### config.mk
export PLATFORM = sky130hd
export DESIGN_NAME = rocc_core
export DESIGN_NICKNAME = d
export VERILOG_FILES = /design/src/shared/rocc_pkg.sv /design/src/rtl/rocc_core.sv
export VERILOG_INCLUDE_DIRS = /design/src /design/src/shared
export SDC_FILE = /design/constraint.sdc
export NUM_CORES = 1
export LEC_CHECK = 0
export BUFFER_PORTS_ARGS = -buffer_cell sky130_fd_sc_hd__clkbuf_2
export CORE_MARGIN = 3
export CORE_UTILIZATION = 60
export CTS_BUF_LIST = sky130_fd_sc_hd__clkbuf_4 sky130_fd_sc_hd__clkbuf_8 sky130_fd_sc_hd__clkbuf_16
export DETAILED_ROUTE_END_ITERATION = 12
export GPL_ROUTABILITY_DRIVEN = 0
export PLACE_DENSITY = 0.85
export SYNTH_ARGS = -nofsm -noshare
export SYNTH_HDL_FRONTEND = slang
export SYNTH_SLANG_ARGS = --single-unit
export TNS_END_PERCENT = 50
### constraint.sdc
create_clock -name aclk -period 4.7 [get_ports aclk]
set_clock_uncertainty 0.15 [all_clocks]
set_input_delay 0.47 -clock aclk [delete_from_list [all_inputs] [get_ports aclk]]
set_output_delay 0.47 -clock aclk [all_outputs]
set_load 0.02 [all_outputs]
### src/shared/rocc_regs.svh
// Register map, field positions, reset values and timing counts
`ifndef ROCC_REGS_SVH
`define ROCC_REGS_SVH
`define ROCC_OFF_CTRL 8'h00
`define ROCC_OFF_REREAD 8'h04
`define ROCC_OFF_TIMEOUT 8'h08
`define ROCC_OFF_INT_RATE 8'h0c
`define ROCC_OFF_MOD_RATE 8'h10
`define ROCC_OFF_IN_DLM 8'h14
`define ROCC_OFF_OUT_DLM 8'h18
`define ROCC_OFF_KW_DLM 8'h1c
`define ROCC_OFF_KW_SEP 8'h20
`define ROCC_OFF_ECHO 8'h24
`define ROCC_OFF_STATUS 8'h28
`define ROCC_OFF_LAST_ID 8'h2c
`define ROCC_CTRL_DISP 0
`define ROCC_CTRL_KW 1
`define ROCC_CTRL_RPT 2
`define ROCC_CTRL_NORD 3
`define ROCC_CTRL_DBL 4
`define ROCC_CTRL_MODE_LO 8
`define ROCC_ECHO_START 8
`define ROCC_RST_TIMEOUT 8'h0f
`define ROCC_RST_REREAD 6'h00
`define ROCC_RATE_MAX 3'h7
`define ROCC_RST_DLM 16'h0d0a
`define ROCC_RST_KW_DLM 16'h0028
`define ROCC_RST_KW_SEP 16'h002c
`define ROCC_ECHO_DISP_CHARS 8'h14
`define ROCC_REREAD_MAX 6'h3f
`define ROCC_TIMEOUT_MAX 8'hff
`define ROCC_CLK_HZ 20000000
`define ROCC_TICK_MS 100
`define ROCC_RESP_OKAY 2'b00
`define ROCC_RESP_SLVERR 2'b10
`endif

### src/shared/rocc_pkg.sv
// Types for the reader output configuration block
package rocc_pkg;
   typedef enum logic [2:0] {
      ROCC_SRC_CONT = 3'b001,
      ROCC_SRC_GT = 3'b010,
      ROCC_SRC_GTC = 3'b100
   } rocc_src_e;

   typedef struct packed {
      logic [7:0] awaddr;
      logic awvalid;
      logic [31:0] wdata;
      logic [3:0] wstrb;
      logic wvalid;
      logic bready;
      logic [7:0] araddr;
      logic arvalid;
      logic rready;
   } rocc_axi_req_s;

   typedef struct packed {
      logic awready;
      logic wready;
      logic [1:0] bresp;
      logic bvalid;
      logic arready;
      logic [31:0] rdata;
      logic [1:0] rresp;
      logic rvalid;
   } rocc_axi_rsp_s;

   typedef struct packed {
      logic valid;
      logic [31:0] id;
      rocc_src_e src;
      logic noread_end;
   } rocc_read_s;

   typedef struct packed {
      logic disp_valid;
      logic [7:0] disp_char;
      logic kw_valid;
      logic [7:0] kw_char;
      logic virtual_serial_port_valid;
      logic [7:0] virtual_serial_port_char;
   } rocc_echo_s;

   typedef struct packed {
      logic valid;
      logic [31:0] id;
      logic to_display;
      logic to_keystroke;
      logic noread;
   } rocc_report_s;

   typedef struct packed {
      logic display_en;
      logic keystroke_en;
      logic [2:0] internal_rate;
      logic [2:0] module_rate;
      logic [15:0] in_dlm;
      logic [15:0] out_dlm;
      logic [15:0] kw_dlm;
      logic [15:0] kw_sep;
   } rocc_cfg_s;

   typedef struct packed {
      rocc_axi_rsp_s rsp;
      logic aw_have;
      logic [7:0] aw_addr;
      logic w_have;
      logic [31:0] w_data;
      rocc_cfg_s cfg;
      logic rpt_supp;
      logic nord_supp;
      logic dbl_chk;
      logic [2:0] mode;
      logic [5:0] reread;
      logic [7:0] timeout;
      logic [31:0] last_id;
      logic lock;
      logic [31:0] prev_raw;
      logic prev_ok;
      logic [20:0] tick_cnt;
      logic [5:0] dly_cnt;
      logic [7:0] rep_cnt;
      logic [7:0] echo_cnt;
      rocc_echo_s echo;
      rocc_report_s rep;
   } rocc_state_s;
endpackage

### src/rtl/rocc_core.sv
// Reader output configuration and transponder report filter
//
// Added by the designer: the address map and the AXI4-Lite interface to the registers.
`timescale 1ns/10ps
`include "rocc_regs.svh"

module rocc_core #(
   parameter int unsigned TICK_CYCLES = `ROCC_CLK_HZ / 1000 * `ROCC_TICK_MS
) (
   input wire logic aclk,
   input wire logic aresetn,
   input wire rocc_pkg::rocc_axi_req_s axi_req,
   output rocc_pkg::rocc_axi_rsp_s axi_rsp,
   input wire rocc_pkg::rocc_read_s read_in,
   output rocc_pkg::rocc_report_s report,
   output rocc_pkg::rocc_echo_s echo_out,
   output rocc_pkg::rocc_cfg_s cfg
);
   import rocc_pkg::*;

   rocc_state_s s_q;
   rocc_state_s s_d;

   function automatic logic [31:0] rd_mux(input rocc_state_s s,
                                          input logic [7:0] a,
                                          output logic hit);
      logic [31:0] v;
      v = 32'h0;
      hit = 1'b1;
      unique case (a)
         `ROCC_OFF_CTRL: begin
            v[`ROCC_CTRL_DISP] = s.cfg.display_en;
            v[`ROCC_CTRL_KW] = s.cfg.keystroke_en;
            v[`ROCC_CTRL_RPT] = s.rpt_supp;
            v[`ROCC_CTRL_NORD] = s.nord_supp;
            v[`ROCC_CTRL_DBL] = s.dbl_chk;
            v[`ROCC_CTRL_MODE_LO +: 3] = s.mode;
         end
         `ROCC_OFF_REREAD: v[5:0] = s.reread;
         `ROCC_OFF_TIMEOUT: v[7:0] = s.timeout;
         `ROCC_OFF_INT_RATE: v[2:0] = s.cfg.internal_rate;
         `ROCC_OFF_MOD_RATE: v[2:0] = s.cfg.module_rate;
         `ROCC_OFF_IN_DLM: v[15:0] = s.cfg.in_dlm;
         `ROCC_OFF_OUT_DLM: v[15:0] = s.cfg.out_dlm;
         `ROCC_OFF_KW_DLM: v[15:0] = s.cfg.kw_dlm;
         `ROCC_OFF_KW_SEP: v[15:0] = s.cfg.kw_sep;
         `ROCC_OFF_ECHO: v[7:0] = s.echo_cnt;
         `ROCC_OFF_STATUS: begin
            v[0] = s.cfg.internal_rate != s.cfg.module_rate;
            v[1] = s.lock;
            v[2] = s.prev_ok;
            v[15:8] = s.echo_cnt;
         end
         `ROCC_OFF_LAST_ID: v = s.last_id;
         default: hit = 1'b0;
      endcase
      return v;
   endfunction

   always_comb begin
      logic hit;
      logic [31:0] rv;
      logic [31:0] wd;
      logic good;
      logic same;
      logic send;
      logic paced;
      logic tick;
      hit = 1'b0;
      rv = 32'h0;
      wd = s_q.w_data;
      good = 1'b0;
      same = 1'b0;
      send = 1'b0;
      paced = 1'b0;
      tick = 1'b0;
      s_d = s_q;

      // Pulses live one cycle
      s_d.echo.disp_valid = 1'b0;
      s_d.echo.kw_valid = 1'b0;
      s_d.echo.virtual_serial_port_valid = 1'b0;
      s_d.rep.valid = 1'b0;
      s_d.rep.to_display = 1'b0;
      s_d.rep.to_keystroke = 1'b0;
      s_d.rep.noread = 1'b0;

      // Write address and data may arrive in either order
      if (axi_req.awvalid && s_q.rsp.awready) begin
         s_d.aw_have = 1'b1;
         s_d.aw_addr = axi_req.awaddr;
         s_d.rsp.awready = 1'b0;
      end
      if (axi_req.wvalid && s_q.rsp.wready) begin
         s_d.w_have = 1'b1;
         s_d.w_data = axi_req.wdata;
         s_d.rsp.wready = 1'b0;
      end
      if (s_q.rsp.bvalid && axi_req.bready) begin
         s_d.rsp.bvalid = 1'b0;
         s_d.rsp.awready = 1'b1;
         s_d.rsp.wready = 1'b1;
      end

      // Byte strobes ignored: every field sits in one write
      if (s_q.aw_have && s_q.w_have) begin
         s_d.aw_have = 1'b0;
         s_d.w_have = 1'b0;
         s_d.rsp.bvalid = 1'b1;
         s_d.rsp.bresp = `ROCC_RESP_OKAY;
         unique case (s_q.aw_addr)
            `ROCC_OFF_CTRL: begin
               s_d.cfg.display_en = wd[`ROCC_CTRL_DISP];
               s_d.cfg.keystroke_en = wd[`ROCC_CTRL_KW];
               s_d.rpt_supp = wd[`ROCC_CTRL_RPT];
               s_d.nord_supp = wd[`ROCC_CTRL_NORD];
               s_d.dbl_chk = wd[`ROCC_CTRL_DBL];
               s_d.mode = wd[`ROCC_CTRL_MODE_LO +: 3];
            end
            `ROCC_OFF_REREAD: s_d.reread = wd[5:0];
            `ROCC_OFF_TIMEOUT: s_d.timeout = wd[7:0];
            `ROCC_OFF_INT_RATE: s_d.cfg.internal_rate = wd[2:0];
            `ROCC_OFF_MOD_RATE: s_d.cfg.module_rate = wd[2:0];
            `ROCC_OFF_IN_DLM: s_d.cfg.in_dlm = wd[15:0];
            `ROCC_OFF_OUT_DLM: s_d.cfg.out_dlm = wd[15:0];
            `ROCC_OFF_KW_DLM: s_d.cfg.kw_dlm = wd[15:0];
            `ROCC_OFF_KW_SEP: s_d.cfg.kw_sep = wd[15:0];
            `ROCC_OFF_ECHO: begin
               if (wd[`ROCC_ECHO_START]) begin
                  s_d.echo_cnt = 8'h00;
               end else begin
                  // Serial port always gets the full text
                  s_d.echo.virtual_serial_port_valid = 1'b1;
                  s_d.echo.virtual_serial_port_char = wd[7:0];
                  if (s_q.cfg.display_en && s_q.cfg.keystroke_en) begin
                     s_d.echo.kw_valid = 1'b1;
                     s_d.echo.kw_char = wd[7:0];
                     if (s_q.echo_cnt < `ROCC_ECHO_DISP_CHARS) begin
                        s_d.echo.disp_valid = 1'b1;
                        s_d.echo.disp_char = wd[7:0];
                     end
                  end
                  if (s_q.echo_cnt != 8'hff) begin
                     s_d.echo_cnt = s_q.echo_cnt + 8'h01;
                  end
               end
            end
            default: begin
               rv = rd_mux(s_q, s_q.aw_addr, hit);
               // Read-only register: write ignored, unmapped refused
               s_d.rsp.bresp = hit ? `ROCC_RESP_OKAY : `ROCC_RESP_SLVERR;
            end
         endcase
      end

      // One read at a time; answer one cycle after it is taken
      if (s_q.rsp.rvalid && axi_req.rready) begin
         s_d.rsp.rvalid = 1'b0;
         s_d.rsp.arready = 1'b1;
      end
      if (axi_req.arvalid && s_q.rsp.arready) begin
         rv = rd_mux(s_q, axi_req.araddr, hit);
         s_d.rsp.arready = 1'b0;
         s_d.rsp.rvalid = 1'b1;
         s_d.rsp.rdata = rv;
         s_d.rsp.rresp = hit ? `ROCC_RESP_OKAY : `ROCC_RESP_SLVERR;
      end

      // 100 ms time base shared by both delays
      if (s_q.tick_cnt == 21'(TICK_CYCLES - 1)) begin
         s_d.tick_cnt = 21'h0;
         tick = 1'b1;
      end else begin
         s_d.tick_cnt = s_q.tick_cnt + 21'h1;
      end
      if (tick && s_q.dly_cnt != `ROCC_REREAD_MAX) begin
         s_d.dly_cnt = s_q.dly_cnt + 6'h01;
      end
      if (tick && s_q.rep_cnt != `ROCC_TIMEOUT_MAX) begin
         s_d.rep_cnt = s_q.rep_cnt + 8'h01;
      end

      if (read_in.valid) begin
         if (s_q.dbl_chk) begin
            // Continuous get and mode four cannot pair reads
            if (read_in.src == ROCC_SRC_GTC || s_q.mode == 3'h4) begin
               good = 1'b0;
               s_d.prev_ok = 1'b0;
            end else begin
               good = s_q.prev_ok && s_q.prev_raw == read_in.id;
               s_d.prev_raw = read_in.id;
               s_d.prev_ok = !good;
            end
         end else begin
            good = 1'b1;
         end
         same = s_q.lock && s_q.last_id == read_in.id;
         paced = s_q.mode == 3'h2 || s_q.mode == 3'h4;
         if (!good) begin
            send = 1'b0;
         end else if (s_q.rpt_supp) begin
            // Zero delay never releases the same ID
            send = !same || (s_q.reread != 6'h00 &&
                   s_q.dly_cnt >= s_q.reread);
         end else if (paced) begin
            send = !same || s_q.rep_cnt >= s_q.timeout;
         end else begin
            send = 1'b1;
         end
         if (send) begin
            s_d.rep.valid = 1'b1;
            s_d.rep.id = read_in.id;
            s_d.rep.to_display = s_q.cfg.display_en;
            s_d.rep.to_keystroke = s_q.cfg.keystroke_en;
            s_d.last_id = read_in.id;
            s_d.lock = 1'b1;
            s_d.dly_cnt = 6'h00;
            s_d.rep_cnt = 8'h00;
         end
      end
      if (read_in.noread_end && !s_q.nord_supp) begin
         s_d.rep.noread = 1'b1;
      end
   end

   always_ff @(posedge aclk) begin
      if (!aresetn) begin
         s_q <= '0;
         s_q.rsp.awready <= 1'b1;
         s_q.rsp.wready <= 1'b1;
         s_q.rsp.arready <= 1'b1;
         s_q.cfg.display_en <= 1'b1;
         s_q.cfg.keystroke_en <= 1'b1;
         s_q.cfg.internal_rate <= `ROCC_RATE_MAX;
         s_q.cfg.module_rate <= `ROCC_RATE_MAX;
         s_q.cfg.in_dlm <= `ROCC_RST_DLM;
         s_q.cfg.out_dlm <= `ROCC_RST_DLM;
         s_q.cfg.kw_dlm <= `ROCC_RST_KW_DLM;
         s_q.cfg.kw_sep <= `ROCC_RST_KW_SEP;
         s_q.timeout <= `ROCC_RST_TIMEOUT;
         s_q.reread <= `ROCC_RST_REREAD;
         s_q.echo.virtual_serial_port_char <= 8'h00;
      end else begin
         s_q <= s_d;
      end
   end

   assign axi_rsp = s_q.rsp;
   assign report = s_q.rep;
   assign echo_out = s_q.echo;
   assign cfg = s_q.cfg;
endmodule

==> Word-level counts from Yosys, hierarchy flattened <==
Index checks and enable logic that the tools add are counted.
{ "totals": {"regBits": 299, "in_bits": 96, "output_inout_bits": 176, "word_cells": 182} }
{ "op_classes": {"add_sub_neg": 4, "magnitude_cmp": 3, "eq_ne": 32, "n_mux": 40, "n_bitwise": 6, "n_reduce_logical": 53} }
{ "op_table": {"columns": ["operator", "count"], "rows": [
  ["$eq A32 B32 Y1", 2],
  ["$eq A8 B5 Y1 const B", 8],
  ["$eq A8 B6 Y1 const B", 8],
  ["$mux W36", 1],
  ["$pmux W3 S12", 1],
  ["$mux W35", 1],
  ["$eq A8 B4 Y1 const B", 4],
  ["$pmux W5 S6", 1],
  ["$mux W14", 2],
  ["$mux W9", 3],
  ["$mux W8", 3],
  ["$reduce_and A2 Y1", 12],
  ["$add A21 B1 Y21 const B", 1],
  ["$eq A21 B21 Y1 const B", 1],
  ["$pmux W3 S7", 1],
  ["$mux W1", 19],
  ["$pmux W2 S9", 1],
  ["$add A8 B1 Y8 const B", 2],
  ["$eq A8 B3 Y1 const B", 2],
  ["$logic_not A8 Y1", 2],
  ["$mux W16", 1],
  ["$ne A8 B8 Y1 const B", 2],
  ["$reduce_and A3 Y1", 5],
  ["$pmux W2 S7", 1],
  ["24 further kinds", 54]
]} }

==> Logic depth before layout (Yosys ltp) <==
Gate-level depths: netlist of the first run.
{ "depth": {"depth_word": 10, "mapped_depth": 11} }

==> Worst setup path after synthesis of the first run <==
No wires, ideal clock.
{ "synth_path": {"kind": "reg-to-reg", "startpoint": "reg s_q[71] (netlist bit)", "endpoint": "reg s_q[77] (netlist bit)", "setup_ns": 0.088, "arrival_ns": 2.137, "required_time_ns": 4.462, "setup_slack_ns": 2.325, "stages_incl_launch_ff": 12, "n_path_buf": 2, "synth_period_minus_slack_ns": 2.375, "path_cell_list": "dfxtp_1 > inv_1 > ha_1 > nand2b_1 > a21o_1 > a211oi_1 > or3_1 > a31oi_1 > o31a_1 > buf_4 > buf_6 > nor4_2"} }
{ "synth_between": {"elab_chain_cells": 8} }
{ "synth_lines": {"columns": ["item", "line", "rtl"], "rows": [
  ["from (decl)", "rocc_core.sv:21", "rocc_state_s s_q;"],
  ["$ge A8 B8 Y1", "rocc_core.sv:206", "send = !same || s_q.rep_cnt >= s_q.timeout;"],
  ["$logic_or A1 B1 Y1", "rocc_core.sv:206", null],
  ["$mux W1", "rocc_core.sv:205", "end else if (paced) begin"],
  ["$mux W1", "rocc_core.sv:201", "end else if (s_q.rpt_supp) begin"],
  ["$mux W1", "rocc_core.sv:199", "if (!good) begin"],
  ["$mux W1", "rocc_core.sv:183", "if (read_in.valid) begin"],
  ["$mux W14", "rocc_core.sv:210", "if (send) begin"],
  ["$mux W14 (*)", "rocc_core.sv:183", null]
]} }
Every way passes the cells marked *; elsewhere a longest branch is shown, timed or not. The select of a mux whose other input is x is not followed.
A chain may end at the register's enable or synchronous reset.

==> Final worst setup path of the first run <==
{ "layout_path": {"startpoint": "reg s_q[71] (netlist bit)", "endpoint": "reg s_q (netlist bit report[15])"} }
{ "layout_between": {"elab_chain_cells": 7} }
{ "layout_lines": {"columns": ["item", "line"], "rows": [
  ["$ge A8 B8 Y1", "rocc_core.sv:206"],
  ["$logic_or A1 B1 Y1", "rocc_core.sv:206"],
  ["$mux W1", "rocc_core.sv:205"],
  ["$mux W1", "rocc_core.sv:201"],
  ["$mux W1", "rocc_core.sv:199"],
  ["$mux W1", "rocc_core.sv:183"],
  ["$reduce_and A2 Y1 (no source line)", null]
]} }
No other way between the ends. The select of a mux whose other input is x is not followed.

==> flow_summary.ini, run 1 <==
[cts]
cts.path.max_buffers = 3
cts_buffers = 30
cts.clk_slew.worst_paths_ps = 60
cts-resized-gates = 0
clk_latency_ps = 560
root_buffer = clkbuf_16
cts_max_level = 1
cts_sinks = 297
cts_tree = done

[outcome]
status = finished, final reports clean

[worst_hold_path]
hp-class = primary input to flop

[global_route]
antenna_found_initial = 0
grt.overflow.total = 0
grt_pass1_wl_microns = 64000
grt_pass1_vias = 11700
grt_max_degree = 111
track_usage_pct = 30.4

[logic_synthesis]
synth_area_per_cell_sq_um = 8.48
syn_inst = 1705
async_flop_share_pct = 0
syn_area_sq_um = 14500
synth_warnings = 0
synth_ff_type = dfxtp_1
synth_edf_count = 0
ys_ff_latch = 297
ys_types = 65
ys_seq_area_share_pct = 41.1

[worst_setup_path]
worst_ep_required_time_ps = 5030
path_max_fanout = 27
critPathKind = flop to flop
start_kind = flop
cp.arrival_ps = 3450
end_kind = flop

[timing]
tightest_slew_ps = 1230
max_freq_ghz = 0.320
hold_violations = 0
rsz0062_at_grt = no
min_period_ps = 3130
slew-limit-headroom_pct = 17.9
drv_slew = 0
tns_ps = 0
fin_crit_sh_pct = 66.5
setup_viol = 0
whs_ps = 13.5

[route]
routed_via_density = 5.95
drtPass1Iterations = 6
routedWlPerCell_microns = 19.9
ant_nets = 0
drc_errors = 0
drt_wl_total_microns = 41500
vias = 12400
drtIter0Drc = 1485

[final_layout]
area_growth_pct = 8.61
register_area_sq_um = 5950
multi_input_area_sq_um = 6690
fin_cells = 2092
drive_gt1_share_pct = 19.3
fillers = 1896
nNetsFinal = 1863
fin_area_sq_um = 15700
n_antenna_cell = 0

[power_and_ir_drop]
power_density_nw_per_um2 = 350
power_uw = 5490
p_leak_uw = 0.00659
ir_drop_uv = 241

[place]
place_area_sq_um = 14500
dp_hpwl_microns = 28900
dp.cells = 2021
io_buffers = 249

[floorplanning]
core_area_sq_um = 23600
die_x_microns = 161
num_rows = 56
die_h_microns = 161
die_area_sq_um = 26000
boundaryPins = 272
initial_core_util_pct = 61.3

[flow_run]
maxCapViolCount = 0
==> cells in the final DEF (no fill, tap or decap), drive strengths merged, types with 21 or more instances in the layout <==
| cell | count |
|---|---|
| nor3 | 26 |
| nor2 | 131 |
| o21ai | 27 |
| clkbuf | 286 |
| a21oi | 124 |
| nand2 | 287 |
| xnor2 | 38 |
| xor2 | 56 |
| nand3 | 76 |
| inv | 33 |
| mux2i | 124 |
| nor4 | 21 |
| dfxtp | 297 |
==> flip-flops by register name, summed over array words and instances, names as in the netlist <==
name	cells
axi_rsp	39
report	36
cfg	72
echo_out	27
s_q	123
==> report_power, final <==
group	switching, uW	leakage, uW	internal [uW]
Sequential	83.1	0.00241	2560
Clock	1030	0.000520	1420
Combinational	256	0.00366	137
==> per-stage QoR <==
stage	setup slack, ps	utilization (%)
after floorplan	2320	-
after global placement	1500	61.6
after detailed placement	1450	61.6
after CTS	1590	66.5
after global routing	1430	66.5
final	1570	66.5
==> repair_timing <==
item                      in CTS  in global routing
setup buffers                  0                  0
hold buffers                  15                  0
hold endpoints to repair      15                  0
==> worst max-delay path: stages, from the launching register on <==
cell,delay (ps)
dfxtp_1,400
inv_1,70
ha_1,280
nand2b_1,100
a21o_1,140
a211oi_1,80
or3_1,310
a31oi_1,220
o31a_2,660
buf_4,380
mux2i_1,240
==> worst paths after layout <==
path                                   from    endpoint  slack [ps]  cells past startpoint
worst max-delay path                s_q[71]  report[15]        1570                     10
worst min-delay path            axi_req[29]    s_q[277]          10                      3
worst max register to register      s_q[71]  report[15]        1570                     10
worst min register to register      s_q[85]     s_q[85]         290                      1
==> final cells by class <==
cell class                      instances  area share, %
Multi-Input combinational cell       1106           42.6
Sequential cell                       297           37.8
Timing Repair Buffer                  281           9.72
Clock buffer                           38           5.55
Tap cell                              319           2.54
Clock inverter                         18          0.980
Inverter                               33          0.820
==> cells in the mapped netlist (all sizes together), types with 11 or more instances <==
cell type,count,area [sq um]
nand2,287,1080
o21ai,27,135
clkbuf,72,270
nand3,76,380
buf,198,1460
nor4,21,168
xnor2,38,333
a31oi,12,75.1
nand4,18,119
nor2b,11,68.8
nor3,26,135
a22oi,17,128
dfxtp,297,5950
a21oi,124,621
nor2,131,502
inv,33,124
xor2,56,490
ha,18,225
and3,14,87.6
mux2i,124,1240
==> metal layers <==
layer / GRT usage (%) / vias to the layer above / part of all wire, % / wire [microns]
li1: - / 5717 / - / -
met1: 39.4 / 5856 / 38 / 16000
met2: 50.7 / 744 / 47 / 19400
met3: 6.05 / 130 / 11 / 4450
met4: 11.0 / 0 / 4.1 / 1690
met5: 0 / - / 0 / 0
==> logic make-up after synthesis <==
group	synth area share, %
simple gates	19.9
buf+inv	12.8
flops	41.1
compound gates	10.1
mux	8.89
xor+xnor	5.69
fa+ha+maj	1.56
other cells	0.0259
(Power assumes the default switching activity.)
==> run 2, diff against run 1 <==
--- a/config.mk
+++ b/config.mk
@@ -8,11 +8,11 @@
 export LEC_CHECK = 0
 export BUFFER_PORTS_ARGS = -buffer_cell sky130_fd_sc_hd__clkbuf_2
 export CORE_MARGIN = 3
-export CORE_UTILIZATION = 60
+export CORE_UTILIZATION = 56
 export CTS_BUF_LIST = sky130_fd_sc_hd__clkbuf_4 sky130_fd_sc_hd__clkbuf_8 sky130_fd_sc_hd__clkbuf_16
 export DETAILED_ROUTE_END_ITERATION = 12
 export GPL_ROUTABILITY_DRIVEN = 0
-export PLACE_DENSITY = 0.85
+export PLACE_DENSITY = 0.8
 export SYNTH_ARGS = -nofsm -noshare
 export SYNTH_HDL_FRONTEND = slang
 export SYNTH_SLANG_ARGS = --single-unit
==> constraint.sdc (replaced) <==
create_clock -name aclk -period 3.26 [get_ports aclk]
set_clock_uncertainty 0.15 [all_clocks]
set_input_delay 0.326 -clock aclk [delete_from_list [all_inputs] [get_ports aclk]]
set_output_delay 0.326 -clock aclk [all_outputs]
set_load 0.02 [all_outputs]
==> run 2 against run 1 <==
  * Core utilization shrank 1.7 points
  * Wire length up 1.4%
  * Die area rose by 6.9%
  * Worst setup slack worse by 1300 ps
  * Flip-flop and latch count unchanged
  * Highest routed layer unchanged
==> flow_summary.ini, run 2 (same netlist as run 1, synthesis figures left out) <==
[cts]
post_cts_buffers = 0
cts-resized-gates = 0
clk_latency_ps = 550
cts_max_level = 1
cts_tree = done
cts_sinks = 297
root_buffer = clkbuf_16
cts.clk_slew.worst_paths_ps = 70
cts.path.max_buffers = 3
cts_buffers = 30

[worst_setup_path]
cpMaxStageDelayCell = o31a_2
worst_ep_required_time_ps = 3580
critPathKind = primary input to flop
start_kind = primary input
path_max_fanout = 25
critPathMaxStageDelay_ps = 560
cp.arrival_ps = 3290
end_kind = flop
crit_chain = dlygate4sd3_1 > clkbuf_2 > nor2b_1 > a2111o_1 > nor4_1 > nand4_1 > o22ai_1 > o31a_2 > buf_12 > mux2i_1

[global_route]
grt_pass1_wl_microns = 66900
grt.overflow.total = 0
grt_pass1_vias = 12100
track_usage_pct = 29.1
antenna_found_initial = 0
grt_max_degree = 116

[timing]
rsz0062_at_grt = no
fin_crit_sh_pct = 91.1
whs_ps = 8.35
min_period_ps = 2970
hold_violations = 0
tightest_slew_ps = 1020
max_freq_ghz = 0.337
slew-limit-headroom_pct = 31.3
setup_viol = 0
tns_ps = 0
drv_slew = 0

[power_and_ir_drop]
power_frac_comb_pct = 8.0
p_leak_uw = 0.00688
p_int_uw = 6040
p_clk_share_pct = 44.1
switching_share_pct = 24.1
netSwitchingPower_uw = 1920
ir_drop_uv = 381
power_density_nw_per_um2 = 486
power_uw = 7960
seq_power_share_pct = 47.9

[final_layout]
n_antenna_cell = 0
area_growth_pct = 13.2
multi_input_area_sq_um = 6690
final_cell_mix = dfxtp_1, nand2_1, clkbuf_2
drive_gt1_share_pct = 19.3
final_util_pct = 64.9
fin_area_sq_um = 16400
fillers = 2037
largest_reg_flops = 123
regMostFlops = s_q
mostFrequentLayoutCell = dfxtp_1
nNetsFinal = 1930
register_area_sq_um = 5950

[route]
drt_wl_total_microns = 42100
routed_via_density = 5.80
ant_nets = 0
routedWlPerCell_microns = 19.4
vias = 12600
drc_errors = 0
drtIter0Drc = 1257
drtPass1Iterations = 9

[floorplanning]
die_x_microns = 167
boundaryPins = 272
die_h_microns = 167
die_area_sq_um = 27800
initial_core_util_pct = 57.3
core_area_sq_um = 25300
num_rows = 58

[place]
dp_hpwl_microns = 29300
place_area_sq_um = 14700
io_buffers = 249

[flow_run]
maxCapViolCount = 0

[worst_hold_path]
hp-class = primary input to flop

[outcome]
status = finished, final reports clean
## run 2: cell count changes in the layout (fill, tap and decap cells not counted)
cell,change
dlygate4sd3_1,+54
buf_4,+11
clkinv_4,-3
clkbuf_4,+6
buf_12,+2
clkinv_2,-5
## run 2: path summary, 6_finish.rpt
check,from,to,slack (ps),cells past startpoint
min reg2reg,echo_out[14],echo_out[14],300,2
max,read_in[4],report[23],290,10
min,axi_req[48],s_q[299],8,3
max reg2reg,s_q[79],report[23],360,9
## run 2: power groups by stage
stage          combinational, uW  clock [uW]  sequential (uW)
3_5_place_dp                 556           0             3890
6_report                     636        3510             3810
2_1_floorplan                432           0             3830
3_3_place_gp                 544           0             3890
5_1_grt                      685        3700             3820
4_1_cts                      626        3540             3810
## run 2: critical path: cells and delay by family
family | cells | cell delay [ps]
multiplexers | 1 | 250
AND/OR/NAND/NOR | 3 | 610
buffers and inverters | 3 | 1010
AO/OA/AOI/OAI | 3 | 1090
## run 2: cell type report
type | count | share of cell area, %
multi-input combinational | 1106 | 40.8
sequential | 297 | 36.3
timing repair buffer | 348 | 13.4
clock buffer | 44 | 5.60
tap | 330 | 2.52
inverter | 33 | 0.787
clock inverter | 10 | 0.626
## run 2: layer usage
metal / vias up / global-route usage [%] / wire [microns]
met5: - / 0 / 0
met4: 0 / 10.1 / 1730
met3: 118 / 4.84 / 3450
met2: 623 / 48.5 / 19800
met1: 5982 / 38.6 / 17100
li1: 5849 / - / -
## run 2: metrics by stage
stage / std cells / setup slack, ps
floorplan: 1706 / 885
global placement: 2045 / 431
detailed placement: 2045 / 399
CTS: 2168 / 374
global route: 2168 / 176
finish: 2168 / 289
## run 2: what timing repair did
action	CTS	global route
hold buffers	69	0
hold endpoints to repair	102	0
setup endpoints to repair	0	0
